## src/include/abseq_pkg.sv

```systemverilog
// Shared constants and types of the answerback sequencer.
package abseq_pkg;

  // Store geometry: one start row followed by rows 1 through 20.
  localparam int ABSEQ_ROWS = 21;
  localparam int ABSEQ_LEVELS = 8;
  localparam int ABSEQ_PTR_W = 5;

  // Position of the start row (the row pointer reset value) and of the last row.
  localparam logic [ABSEQ_PTR_W-1:0] ABSEQ_START_ROW = 5'h00;
  localparam logic [ABSEQ_PTR_W-1:0] ABSEQ_LAST_ROW = 5'h14;

  // Default call character.
  localparam logic [7:0] ABSEQ_CALL_CHAR_DEF = 8'h85;

  // Reset values of the code and counter outputs.
  localparam logic [7:0] ABSEQ_SPACING_CODE = 8'h00;
  localparam logic [7:0] ABSEQ_COUNT_RST = 8'h00;

  // Encoding of the trigger source.
  localparam logic [1:0] ABSEQ_SRC_NONE = 2'h0;
  localparam logic [1:0] ABSEQ_SRC_CALL = 2'h1;
  localparam logic [1:0] ABSEQ_SRC_KEY = 2'h2;
  localparam logic [1:0] ABSEQ_SRC_TRIP = 2'h3;

  typedef logic [ABSEQ_LEVELS-1:0] abseq_code_t;
  typedef logic [ABSEQ_PTR_W-1:0] abseq_ptr_t;

endpackage : abseq_pkg

```

## src/include/abseq_trig_if.sv

```systemverilog
// Trigger carrier between the trigger detector and the sequencer core.
interface abseq_trig_if;
  logic start;
  logic [1:0] src;
  logic busy;

  modport detector (output start, output src, input busy);
  modport core (input start, input src, output busy);
endinterface : abseq_trig_if

```

## src/abseq_core.sv

```systemverilog
// Answerback sequencer top: row store stepping, code merge and line control.
//
// Overview of operation
// - Start on call character, identification key or external trip input.
// - Store holds start row plus rows 1 to 20, visited cyclically.
// - Each row has eight code levels, a stop flag and a suppress flag.
// - Programmed level drives its code bit marking; unprogrammed stays spacing.
// - Level numbers map directly onto character bit positions.
// - Consecutive characters come from consecutive rows, one per distributor cycle.
// - Pointer advances one row at cycle end; first cycle senses current row.
// - Keep distributor cycling until next stop position, then go idle.
// - Sequencer code is ORed with keyboard code at the distributor input.
// - While idle the sequencer adds only spacing, so the code output carries the keyboard code alone.
// - Active row suppress flag cuts transmission, holding the line marking.
// - Suppress flags on later rows are honoured the same way.
// - Suppression path disabled when the sequence ends and while idle.
// - Stop positions are configurable per row, setting message length.
// - Call detection is inhibited for locally originated characters.
// - Trip starts once, then is latched until the input drops and returns.
// - Remote trigger fires when received character equals the call character.
// - Once triggered, stay active for the whole first distributor cycle.
// - Locally initiated characters are blocked; received remote characters pass.
module abseq_core
  import abseq_pkg::*;
#(
  parameter logic [7:0] CALL_CHAR = ABSEQ_CALL_CHAR_DEF,
  parameter int ROWS = ABSEQ_ROWS
)
(
  // Clock and reset
  input wire logic clk,
  input wire logic rst,
  // Decoded received characters from the function logic
  input wire logic rx_valid,
  input wire logic [7:0] rx_char,
  input wire logic rx_local,
  // Local and external triggers
  input wire logic local_ident_key,
  input wire logic trip_in,
  // Static row store configuration
  input wire logic [ROWS-1:0][ABSEQ_LEVELS-1:0] row_code,
  input wire logic [ROWS-1:0] row_stop,
  input wire logic [ROWS-1:0] row_supp,
  // Distributor side
  input wire logic [ABSEQ_LEVELS-1:0] kbd_code,
  input wire logic dist_cycle_end,
  output logic dist_run,
  output logic [ABSEQ_LEVELS-1:0] dist_code,
  output logic line_mark,
  // Status
  output logic seq_active,
  output logic [ABSEQ_PTR_W-1:0] cur_row,
  output logic [1:0] last_src,
  output logic seq_done,
  output logic trig_ignored,
  output logic first_row_err,
  output logic no_stop_err,
  output logic [7:0] chars_sent,
  output logic [7:0] seq_count
);

  typedef enum logic [1:0] {
    ABSEQ_IDLE,
    ABSEQ_FIRST,
    ABSEQ_RUN
  } abseq_state_e;

  abseq_trig_if trig ();

  abseq_state_e state_q;
  abseq_state_e state_d;
  abseq_ptr_t ptr_q;
  abseq_ptr_t ptr_nx;
  logic active;
  logic stop_next;
  logic take_trig;
  logic dist_run_q;
  abseq_code_t dist_code_q;
  logic line_mark_q;
  logic active_q;
  abseq_ptr_t cur_row_q;
  logic [1:0] last_src_q;
  logic seq_done_q;
  logic trig_ignored_q;
  logic first_row_err_q;
  logic no_stop_err_q;
  logic [7:0] chars_sent_q;
  logic [7:0] seq_count_q;

  // Cyclic successor of a row.
  function automatic abseq_ptr_t next_row(input abseq_ptr_t p);
    abseq_ptr_t r;
    r = ABSEQ_START_ROW;
    if (p != ABSEQ_LAST_ROW)
    begin
      r = p + 5'h01;
    end
    return r;
  endfunction : next_row

  // Sequencer contribution for one row: level n is bit n-1, removed means marking.
  function automatic abseq_code_t row_bits(input abseq_code_t levels, input logic on);
    abseq_code_t r;
    r = ABSEQ_SPACING_CODE;
    if (on)
    begin
      r = levels;
    end
    return r;
  endfunction : row_bits

  abseq_trigger #(
    .CALL_CHAR(CALL_CHAR)
  ) u_trigger (
    .clk(clk),
    .rst(rst),
    .rx_valid(rx_valid),
    .rx_char(rx_char),
    .rx_local(rx_local),
    .local_ident_key(local_ident_key),
    .trip_in(trip_in),
    .trig(trig.detector)
  );

  assign active = (state_q != ABSEQ_IDLE);
  assign trig.busy = active;
  assign take_trig = trig.start && !active;
  assign ptr_nx = next_row(ptr_q);
  // The stop cam indentation is sensed on the row the drum is about to present.
  assign stop_next = row_stop[ptr_nx];

  // Sequence state. A trigger only opens the first cycle; only the cycle end can close it.
  always_comb
  begin
    state_d = state_q;
    case (state_q)
      ABSEQ_IDLE:
      begin
        if (take_trig)
        begin
          state_d = ABSEQ_FIRST;
        end
      end
      ABSEQ_FIRST:
      begin
        if (dist_cycle_end)
        begin
          state_d = stop_next ? ABSEQ_IDLE : ABSEQ_RUN;
        end
      end
      ABSEQ_RUN:
      begin
        if (dist_cycle_end && stop_next)
        begin
          state_d = ABSEQ_IDLE;
        end
      end
      default:
      begin
        state_d = ABSEQ_IDLE;
      end
    endcase
  end

  always_ff @(posedge clk)
  begin
    if (rst)
    begin
      state_q <= ABSEQ_IDLE;
    end
    else
    begin
      state_q <= state_d;
    end
  end

  // Row pointer keeps its position while idle, so each message starts where the last stopped.
  always_ff @(posedge clk)
  begin
    if (rst)
    begin
      ptr_q <= ABSEQ_START_ROW;
    end
    else if (active && dist_cycle_end)
    begin
      ptr_q <= ptr_nx;
    end
  end

  // Distributor run request follows the sequence state.
  always_ff @(posedge clk)
  begin
    if (rst)
    begin
      dist_run_q <= 1'b0;
    end
    else
    begin
      dist_run_q <= (state_d != ABSEQ_IDLE);
    end
  end

  // Contact merge: idle leaves the keyboard alone, active adds the sensed row.
  always_ff @(posedge clk)
  begin
    if (rst)
    begin
      dist_code_q <= ABSEQ_SPACING_CODE;
    end
    else
    begin
      dist_code_q <= kbd_code | row_bits(row_code[ptr_q], active);
    end
  end

  // Suppression is gated by activity, so row flags have no effect while idle.
  always_ff @(posedge clk)
  begin
    if (rst)
    begin
      line_mark_q <= 1'b0;
    end
    else
    begin
      line_mark_q <= active && row_supp[ptr_q];
    end
  end

  always_ff @(posedge clk)
  begin
    if (rst)
    begin
      active_q <= 1'b0;
      cur_row_q <= ABSEQ_START_ROW;
    end
    else
    begin
      active_q <= active;
      cur_row_q <= ptr_q;
    end
  end

  always_ff @(posedge clk)
  begin
    if (rst)
    begin
      last_src_q <= ABSEQ_SRC_NONE;
    end
    else if (take_trig)
    begin
      last_src_q <= trig.src;
    end
  end

  // One-cycle pulses: sequence end and a trigger refused because a sequence is running.
  always_ff @(posedge clk)
  begin
    if (rst)
    begin
      seq_done_q <= 1'b0;
      trig_ignored_q <= 1'b0;
    end
    else
    begin
      seq_done_q <= active && (state_d == ABSEQ_IDLE);
      trig_ignored_q <= trig.start && active;
    end
  end

  // A first row without suppression would let a spacing or stray character reach the line.
  // The flag reports that misprogramming but does not stop the sequence.
  always_ff @(posedge clk)
  begin
    if (rst)
    begin
      first_row_err_q <= 1'b0;
    end
    else if (take_trig)
    begin
      first_row_err_q <= !row_supp[ptr_q];
    end
  end

  // With no stop position anywhere the drum would run forever; this is reported only.
  always_ff @(posedge clk)
  begin
    if (rst)
    begin
      no_stop_err_q <= 1'b0;
    end
    else
    begin
      no_stop_err_q <= (row_stop == '0);
    end
  end

  // Characters actually put on the line in the current or last sequence.
  always_ff @(posedge clk)
  begin
    if (rst)
    begin
      chars_sent_q <= ABSEQ_COUNT_RST;
    end
    else if (take_trig)
    begin
      chars_sent_q <= ABSEQ_COUNT_RST;
    end
    else if (active && dist_cycle_end && !row_supp[ptr_q])
    begin
      chars_sent_q <= chars_sent_q + 8'h01;
    end
  end

  // Sequences started since reset; wraps silently.
  always_ff @(posedge clk)
  begin
    if (rst)
    begin
      seq_count_q <= ABSEQ_COUNT_RST;
    end
    else if (take_trig)
    begin
      seq_count_q <= seq_count_q + 8'h01;
    end
  end

  assign dist_run = dist_run_q;
  assign dist_code = dist_code_q;
  assign line_mark = line_mark_q;
  assign seq_active = active_q;
  assign cur_row = cur_row_q;
  assign last_src = last_src_q;
  assign seq_done = seq_done_q;
  assign trig_ignored = trig_ignored_q;
  assign first_row_err = first_row_err_q;
  assign no_stop_err = no_stop_err_q;
  assign chars_sent = chars_sent_q;
  assign seq_count = seq_count_q;

endmodule : abseq_core

```

## src/abseq_trigger.sv

```systemverilog
// Trigger detector: call character, identification key and trip input.
module abseq_trigger
  import abseq_pkg::*;
#(
  parameter logic [7:0] CALL_CHAR = ABSEQ_CALL_CHAR_DEF
)
(
  // Clock and reset
  input wire logic clk,
  input wire logic rst,
  // Decoded received characters
  input wire logic rx_valid,
  input wire logic [7:0] rx_char,
  input wire logic rx_local,
  // Local and external triggers
  input wire logic local_ident_key,
  input wire logic trip_in,
  // Towards the core
  abseq_trig_if.detector trig
);

  logic key_q;
  logic trip_used_q;
  logic call_hit;
  logic key_hit;
  logic trip_hit;

  // Characters the station originates itself never reach the comparator.
  assign call_hit = rx_valid && !rx_local && (rx_char == CALL_CHAR);
  assign key_hit = local_ident_key && !key_q;
  // A trip that arrives while busy still counts as consumed, as the latch is mechanical.
  assign trip_hit = trip_in && !trip_used_q;

  always_ff @(posedge clk)
  begin
    if (rst)
    begin
      key_q <= 1'b0;
    end
    else
    begin
      key_q <= local_ident_key;
    end
  end

  always_ff @(posedge clk)
  begin
    if (rst)
    begin
      trip_used_q <= 1'b0;
    end
    else if (!trip_in)
    begin
      trip_used_q <= 1'b0;
    end
    else if (trip_hit)
    begin
      trip_used_q <= 1'b1;
    end
  end

  // Any of the three sources starts the sequence; call has priority for the source tag.
  assign trig.start = call_hit || key_hit || trip_hit;
  assign trig.src = call_hit ? ABSEQ_SRC_CALL :
                    key_hit ? ABSEQ_SRC_KEY :
                    trip_hit ? ABSEQ_SRC_TRIP : ABSEQ_SRC_NONE;

endmodule : abseq_trigger

```

## config.mk

```make
export PLATFORM = sky130hd
export DESIGN_NAME = abseq_core
export DESIGN_NICKNAME = d
export VERILOG_FILES = /design/src/include/abseq_pkg.sv /design/src/include/abseq_trig_if.sv /design/src/abseq_core.sv /design/src/abseq_trigger.sv
export SDC_FILE = /design/constraint.sdc
export NUM_CORES = 1
export LEC_CHECK = 0
export BUFFER_PORTS_ARGS = -buffer_cell sky130_fd_sc_hd__buf_4
export CAP_MARGIN = 5
export CORE_AREA = 2 2 105 107
export CTS_CLUSTER_SIZE = 25
export DETAILED_ROUTE_END_ITERATION = 8
export DIE_AREA = 0 0 107 109
export PLACE_DENSITY_LB_ADDON = 0.2
export SLEW_MARGIN = 20
export SYNTH_ARGS = -nofsm -noshare
export SYNTH_HDL_FRONTEND = slang
export SYNTH_SLANG_ARGS = --single-unit
```

## constraint.sdc

```tcl
create_clock -name clk -period 9.5 [get_ports clk]
set_input_delay 1.9 -clock clk [delete_from_list [all_inputs] [get_ports clk]]
set_output_delay 1.9 -clock clk [all_outputs]
set_load 0.03 [all_outputs]
```

==> results of run 1 <==
[cells in the mapped netlist (4+ instances only)]
cell type	count
ha_1	4
nor2b_1	5
nand3_1	10
a211oi_1	4
o22a_1	8
mux2i_1	6
mux4_2	47
buf_2	5
a21oi_1	25
nor4_1	6
o22ai_1	9
nand2_1	50
buf_1	4
xor2_1	7
clkbuf_1	20
a22oi_1	9
xnor2_1	5
inv_1	14
nand2b_1	5
o21ai_0	6
nor2_1	34
nand4_1	5
dfxtp_1	47
[cells by family (layout without fill, tap and decap cells)]
kind of cell               count (synthesis)  count (layout)
and+or+nand+nor                          144             144
AOI/OAI and AO/OA                         73              73
muxes                                     57              57
DFF                                       47              47
buffers and inverters                     46             296
xor gates and xnor gates                  12              12
adders and majority gates                  4               4
[flip-flops by register name, indices dropped and copies added (netlist names)]
name	count
chars_sent	8
dist_code	8
seq_count	8
cur_row	5
ptr_q	5
last_src	2
state_q	2
dist_run	1
first_row_err	1
line_mark	1
no_stop_err	1
seq_active	1
seq_done	1
trig_ignored	1
u_trigger.key_q	1
u_trigger.trip_used_q	1
[routing by layer]
metal | vias up | routed length, um
li1 | 1951 | -
met1 | 2000 | 5640
met2 | 170 | 7470
met3 | 17 | 956
met4 | 0 | 214
met5 | - | 0
[power by group]
part / internal, mW / total [mW] / switching [mW]
logic: 0.141 / 0.232 / 0.0917
clock network: 0.0597 / 0.127 / 0.0677
registers: 0.209 / 0.229 / 0.0198
[area by class of cell]
cell class                      instances  area [um2]  share of cell area
Multi-Input combinational cell        290        2540               0.434
Timing Repair Buffer                  273        2050               0.349
Sequential cell                        47         946               0.161
Tap cell                              140         175              0.0299
Clock buffer                            7        86.3              0.0147
Inverter                               15        56.3             0.00960
Clock inverter                          1        8.76             0.00149
[metrics by stage]
stage          instances  cell area [um2]  hold slack [ps]  worst slack, ps
2_1_floorplan        383             3680              517             5630
3_3_place_gp         765             5770              432             5390
3_5_place_dp         765             5770              446             5380
4_1_cts              773             5870              466             5690
5_1_grt              773             5870              503             5540
6_report             773             5870              461             5660
[worst min-delay path, cell delays in order (launching register included)]
cell and delay [ps]:
dfxtp_1 320, nand2_1 50, o41ai_1 50
[final timing paths]
kind,start,to,slack (ps),depth (start not counted)
max,row_supp[11],chars_sent[3],5660,7
min,last_src[0],last_src[0],460,2
max reg2reg,ptr_q[1],dist_run,5790,8
min reg2reg,last_src[0],last_src[0],460,2
==> results.tsv, run 1 <==
stage	metric	value	unit
outcome	status	finished, final reports clean	
place	dpl hpwl	11.9	mm
timing	fin. max-slew vios	0	
logic_synthesis	Cells after Synth	383	
final_layout	most common cell after layout, fill and taps aside	buf_4	
route	Routed WL	14.3	mm
logic_synthesis	Yosys top cell by area	mux4_2	
cts	Resized Gates After CTS	0	
place	Final GP Congestion	0.967	
grt	GR Layer Usage met2	0.441	
grt	met1 Use GR	0.289	
grt	initial antenna violation count	0	
cts	clock transition at the registers of the reported paths	90	ps
grt	first-pass GRT wire length	21.7	mm
final_layout	most frequent cells in the layout	buf_4, nand2_1, mux4_2	
cts	Num CTS Buffers	5	
cts	clock sinks	47	
final_layout	layout cells sized above 1	0.531	
floorplan	Starting Density	0.347	
grt	GRT overflow	0	
timing	Max-slew headroom	0.397	
route	post-route ant nets	0	
worst_setup_path	crit end category	flop	
worst_setup_path	count of buffer and inverter cells on the critical path	1	
final_layout	Syn-to-layout area delta	59.6	%
logic_synthesis	mux share of post-synthesis cell area	0.325	
logic_synthesis	Ys Warns	0	
logic_synthesis	Adder-Cell Fraction of Synth Area	0.0136	
timing	fin crit period	3840	ps
job	Max Cap Violations	0	
worst_setup_path	Largest stage delay, worst path	500	ps
logic_synthesis	Compound-Gate Fraction of Synth Area	0.128	
cts	post-CTS setup buffers	0	
power	maximum VDD drop	65.5	uV
logic_synthesis	Yosys cell types	50	
final_layout	Final Util	0.553	
route	DR DRC count	0	
grt	GR Util met3	0.0454	
floorplan	placeable core region	10600	um2
power	Pwr per Cell Area	100	nW/um2
cts	clock latency on the worst-skew pair	300	ps
cts	Root Driver	clkbuf_8	
worst_setup_path	crit path launch type	input pin	
route	drt first pass iters	6	
cts	clk buf depth	2	
route	DR iter-0 viols	152	
timing	Setup Skew	4.41	ps
logic_synthesis	Post-Synth Simple-Gate Area	0.197	
logic_synthesis	share of the synthesized area in the top cell type	0.288	
timing	RSZ-0062 raised after global routing	no	
place	Buffers on Ports	270	
floorplan	die width	107	um
worst_setup_path	delay-heaviest family, CP	multiplexers	
logic_synthesis	largest family of logic cells by synthesized area	multiplexers	
logic_synthesis	Async SR Flop Fraction	0	
logic_synthesis	Primary FF master, synth	dfxtp_1	
timing	Worst Tran Pin Value	905	ps
final_layout	Total Nets Final	869	
floorplan	I/O pin total	271	
worst_setup_path	Max FO, Critical Path	7	
final_layout	# diodes	0	
cts	CTS tree	yes	
logic_synthesis	top post-synthesis cells by area	mux4_2, dfxtp_1, nand2_1	
power	leakage	2.64	nW
worst_hold_path	Tightest Hold Check Type	flop to flop	
cts	H-tree levels	2	
cts	hold-fix buffers at CTS	0	
route	routed via count	4138	
logic_synthesis	Seq/Total Area, Yosys	0.256	
grt	Top Usage Layer GRT	met2	
worst_setup_path	Crit path required time	9730	ps
power	total power	0.588	mW
final_layout	Layout fillers	951	
worst_setup_path	CP Class	input pin to flop	
worst_setup_path	crit path DAT	4070	ps
route	via density per instance	5.35	
grt	GRT Total Usage	0.239	
floorplan	die height	109	um
route	routed len/inst	18.5	um
logic_synthesis	Yosys reg bits	47	
logic_synthesis	Synthesized Nets	620	
grt	pin count of the biggest net entering global routing	54	
logic_synthesis	xor and xnor area share after synthesis	0.0286	
timing	final period utilization	0.404	
floorplan	num rows	38	
grt	vias in the first global route	4153	
logic_synthesis	EDFF count, synth	0	
timing	Fin Setup TNS	0	ps
floorplan	overall die area	11700	um2
timing	f_max	260	MHz
logic_synthesis	mapped cell area	3680	um2
timing	setup violators final	0	
logic_synthesis	synthesized area per cell	9.60	um2
timing	final hold vios	0	
worst_setup_path	Slowest cell on crit path	mux4_2	
worst_setup_path	crit-path cells	buf_4 -> mux4_1 -> mux4_2 -> nor2b_4 -> or3b_4 -> or3_1 -> a21oi_1	
(Power assumes the default switching activity.)
==> run 2, diff against run 1 <==
- CORE_AREA: 2 2 105 107 -> 2 2 106 108
- DIE_AREA: 0 0 107 109 -> 0 0 108 110
- clock period: 9.5 -> 3.2 ns (I/O delays scaled with it)
==> results.tsv, run 2 (synthesized netlist as in run 1, its figures left out) <==
stage	metric	value	unit	change
route	routed via count	4137		-0.024%
worst_hold_path	Tightest Hold Check Type	flop to flop		
grt	pin count of the biggest net entering global routing	41		-24%
final_layout	layout cells sized above 1	0.538		+0.00669
route	DR iter-0 viols	230		+51%
final_layout	fin cells	781		+1.0%
grt	vias in the first global route	4225		+1.7%
cts	H-tree levels	2		unchanged
worst_setup_path	Max FO, Critical Path	15		+8
worst_setup_path	crit path DAT	2980	ps	-1090 ps
timing	setup violators final	0		unchanged
grt	first-pass GRT wire length	23.3	mm	+7.3%
final_layout	Total Nets Final	876		+0.81%
timing	Worst Tran Pin Value	721	ps	-184 ps
route	drt first pass iters	4		-2
timing	Max-slew headroom	0.519		+0.122
timing	fin. max-slew vios	0		unchanged
cts	Resized Gates After CTS	0		unchanged
cts	post-CTS setup buffers	0		unchanged
final_layout	most frequent cells in the layout	buf_4, nand2_1, mux4_2		
place	Final GP Congestion	0.938		-3.0%
timing	Setup Skew	18.0	ps	+13.6 ps
outcome	status	finished, final reports clean		
route	post-route ant nets	0		unchanged
worst_setup_path	Crit path required time	3400	ps	-6330 ps
route	Routed WL	15.8	mm	+11%
job	Max Cap Violations	0		unchanged
floorplan	die height	110	um	+0.92%
timing	Fin Setup TNS	0	ps	unchanged
power	leakage	2.68	nW	+1.3%
timing	RSZ-0062 raised after global routing	no		
place	Buffers on Ports	270		unchanged
floorplan	I/O pin total	271		unchanged
cts	clock sinks	47		unchanged
power	maximum VDD drop	194	uV	+200%
worst_setup_path	CP Class	flop to flop		
route	DR DRC count	0		unchanged
final_layout	area of the multi-input gates	2540	um2	unchanged
grt	GRT Total Usage	0.263		+0.0242
grt	GRT overflow	0		unchanged
grt	initial antenna violation count	0		unchanged
timing	final hold vios	0		unchanged
cts	CTS tree	yes		
timing	f_max	360	MHz	
cts	clock transition at the registers of the reported paths	90	ps	about the same
timing	final period utilization	0.869		
floorplan	overall die area	11900	um2	+1.9%
cts	Num CTS Buffers	5		unchanged
final_layout	Layout fillers	969		+1.9%
final_layout	FF/Latch Area	946	um2	unchanged
worst_setup_path	flop2flop setup slack	420	ps	-5370 ps
power	total power	1.76	mW	+200%
cts	clk buf depth	2		unchanged
floorplan	placeable core region	10700	um2	+0.90%
worst_setup_path	crit path launch type	flop		
floorplan	Starting Density	0.344		-0.00308
final_layout	Syn-to-layout area delta	61.0	%	
floorplan	die width	108	um	+0.93%
cts	clock latency on the worst-skew pair	310	ps	about the same
place	DP Cell Count	772		+0.92%
cts	Root Driver	clkbuf_8		
route	via density per instance	5.30		-1.0%
route	routed len/inst	20.2	um	+9.4%
power	Pwr per Cell Area	298	nW/um2	+200%
timing	fin crit period	2780	ps	
worst_setup_path	crit end category	flop		
place	dpl hpwl	13.2	mm	+11%
final_layout	most common cell after layout, fill and taps aside	buf_4		
floorplan	num rows	38		unchanged
cts	hold-fix buffers at CTS	0		unchanged
-- run 2: area by class of cell --
type                    instances  area share
repair buffers                280       0.355
diodes                          1    0.000423
multi-input cells             290       0.430
well taps                     140      0.0296
inverters                      15     0.00951
clock buffers                   5      0.0116
flip-flops and latches         47       0.160
clock inverters                 3     0.00381
-- run 2: through the flow --
| step | hold slack, ps | instance area (um2) | setup slack, ps | util |
|---|---|---|---|---|
| 2_1_floorplan | 517 | 3680 | 2.74 | - |
| 3_3_place_gp | 453 | 5820 | 359 | 0.544 |
| 3_5_place_dp | 475 | 5820 | 344 | 0.544 |
| 4_1_cts | 488 | 5920 | 427 | 0.553 |
| 5_1_grt | 492 | 5920 | 256 | 0.553 |
| 6_report | 485 | 5920 | 420 | 0.553 |
-- run 2: final timing paths --
path | cells past startpoint | endpoint | start
worst max-delay path | 9 | seq_done | ptr_q[0]
worst min-delay path | 2 | last_src[0] | last_src[0]
worst max register to register | 9 | seq_done | ptr_q[0]
worst min register to register | 2 | last_src[0] | last_src[0]
-- run 2: worst max-delay path, stage by stage (launching register included) --
cell,delay [ps]
dfxtp_4,490
inv_1,160
ha_1,290
and4b_1,260
nor2_1,180
mux4_2,530
a221o_1,320
nor4bb_1,140
buf_4,140
o21a_1,180
-- run 2: layer usage --
layer  up-vias  GRT usage  share of wire
met2       184      0.479           0.51
met5         -          0              0
met1      1961      0.308           0.40
met3        22     0.0729          0.070
met4         0     0.0595          0.021
li1       1970          -              -
-- run 2: where the power goes --
| group | internal [mW] | total (mW) | switching [mW] |
|---|---|---|---|
| Clock | 0.158 | 0.378 | 0.219 |
| Combinational | 0.425 | 0.733 | 0.309 |
| Sequential | 0.620 | 0.652 | 0.0321 |
==> run 3, diff against run 2 <==
- CAP_MARGIN: 5 -> unset
- CELL_PAD_IN_SITES_DETAIL_PLACEMENT: unset -> 1
- CELL_PAD_IN_SITES_GLOBAL_PLACEMENT: unset -> 2
- CORE_AREA: 2 2 106 108 -> unset
- CORE_UTILIZATION: unset -> 20
- DIE_AREA: 0 0 108 110 -> unset
==> results.tsv, run 3 (synthesized netlist as in run 1, its figures left out) <==
stage	metric	value	unit	change
worst_setup_path	Slowest cell on crit path	mux4_1		
route	via density per instance	4.73		-11%
worst_setup_path	crit-path cells	buf_4 -> mux4_1 -> a22oi_1 -> nor2_1 -> or3b_4 -> or3_1 -> a21oi_1		
route	routed via count	4125		-0.29%
route	routed len/inst	19.1	um	-5.7%
timing	Worst Tran Pin Value	551	ps	-170 ps
grt	initial antenna violation count	1		+1
final_layout	Syn-to-layout area delta	67.1	%	
cts	Num CTS Buffers	5		unchanged
worst_setup_path	Max FO, Critical Path	23		+8
floorplan	I/O pin total	271		unchanged
final_layout	fin cells	873		+12%
floorplan	die width	138	um	+27%
worst_setup_path	delay-heaviest family, CP	simple AND/OR/NAND/NOR gates		
place	Buffers on Ports	270		unchanged
cts	H-tree levels	2		unchanged
floorplan	overall die area	18900	um2	+59%
power	Pwr per Cell Area	330	nW/um2	+11%
timing	RSZ-0062 raised after global routing	no		
cts	clock sinks	47		unchanged
route	DR DRC count	0		unchanged
grt	GRT overflow	0		unchanged
cts	clk buf depth	2		unchanged
final_layout	most frequent cells in the layout	buf_4, nand2_1, mux4_2		
timing	Max-slew headroom	0.629		+0.109
cts	clock latency on the worst-skew pair	300	ps	about the same
power	maximum VDD drop	223	uV	+15%
timing	final hold slack	470	ps	-14.7 ps
place	Final GP Congestion	0.763		-19%
worst_setup_path	CP Class	flop to flop		
timing	Fin Setup TNS	0	ps	unchanged
cts	CTS tree	yes		
worst_setup_path	crit path DAT	2980	ps	about the same
worst_hold_path	Tightest Hold Check Type	flop to flop		
place	DP Cell Count	864		+12%
final_layout	Total Nets Final	879		+0.34%
grt	vias in the first global route	4678		+11%
timing	final period utilization	0.863		-0.00614
worst_setup_path	Largest stage delay, worst path	640	ps	+110 ps
final_layout	most common cell after layout, fill and taps aside	buf_4		
final_layout	Layout fillers	2130		+120%
timing	final hold vios	0		unchanged
worst_setup_path	crit path launch type	flop		
route	Routed WL	16.6	mm	+5.4%
cts	clock transition at the registers of the reported paths	70	ps	-20 ps
cts	Root Driver	clkbuf_16		
timing	fin crit period	2760	ps	-19.7 ps
cts	hold-fix buffers at CTS	0		unchanged
outcome	status	finished, final reports clean		
final_layout	Final Util	0.342		-0.211
worst_setup_path	Crit path required time	3420	ps	+20 ps
grt	first-pass GRT wire length	25.2	mm	+8.3%
cts	post-CTS setup buffers	0		unchanged
timing	final worst slack	439	ps	+19.7 ps
place	post-place setup slack	279	ps	-64.3 ps
worst_setup_path	count of buffer and inverter cells on the critical path	1		-1
route	post-route ant nets	0		unchanged
route	drt first pass iters	4		unchanged
route	DR iter-0 viols	155		-33%
final_layout	layout cells sized above 1	0.541		+0.00371
timing	Setup Skew	5.59	ps	-12.4 ps
grt	GRT Total Usage	0.180		-0.0832
cts	Resized Gates After CTS	0		unchanged
worst_setup_path	crit end category	flop		
floorplan	Starting Density	0.205		-0.139
grt	pin count of the biggest net entering global routing	41		unchanged
floorplan	die height	138	um	+25%
floorplan	num rows	49		+29%
power	leakage	2.74	nW	+2.2%
floorplan	placeable core region	18000	um2	+68%
timing	fin. max-slew vios	0		unchanged
timing	f_max	362	MHz	+0.71%
timing	setup violators final	0		unchanged
job	Max Cap Violations	0		unchanged
place	dpl hpwl	14.2	mm	+7.6%
-- run 3: cell types whose count changed in the layout (fill, tap and decap cells not counted) --
cell | before | now
buf_4 | 280 | 283
bufinv_16 | 0 | 1
clkbuf_16 | 0 | 5
clkbuf_8 | 5 | 1
clkinv_2 | 1 | 0
inv_6 | 2 | 1
nor3b_1 | 3 | 2
nor3b_2 | 0 | 1
-- run 3: routing by layer --
layer,global-route usage,part of all wire,vias up
met5,0,0,-
met4,0.0531,0.017,0
met3,0.0559,0.082,15
met2,0.346,0.55,156
met1,0.183,0.35,1987
li1,-,-,1967
-- run 3: area by class of cell --
class                      count  area [um2]  area share
clock buffer                   6         139      0.0226
multi-input combinational    290        2550       0.415
sequential                    47         946       0.154
clock inverter                 2        38.8     0.00631
tap                          229         287      0.0466
timing repair buffer         283        2120       0.346
inverter                      15        56.3     0.00916
antenna                        1        2.50    0.000407
-- run 3: final timing paths --
kind	start	endpoint	slack [ps]	cells after the start
min	last_src[0]	last_src[0]	470	2
max	ptr_q[0]	chars_sent[3]	440	7
max reg2reg	ptr_q[0]	chars_sent[3]	440	7
min reg2reg	last_src[0]	last_src[0]	470	2
-- run 3: worst min-delay path, cell delays in order (launching register included) --
cell,delay [ps]
dfxtp_1,320
nand2_1,60
o41ai_1,50
-- run 3: power breakdown --
group,switching [mW],leakage (nW),internal [mW]
Clock,0.245,0.0875,0.393
Combinational,0.318,2.26,0.427
Sequential,0.0260,0.386,0.621
Total,0.589,2.74,1.44
-- run 3: metrics by stage --
step | instance area (um2) | power, mW
after floorplan | 3680 | 1.06
after global placement | 5960 | 1.41
after detailed placement | 5960 | 1.42
after CTS | 6140 | 2.07
after global routing | 6140 | 2.15
final | 6140 | 2.03
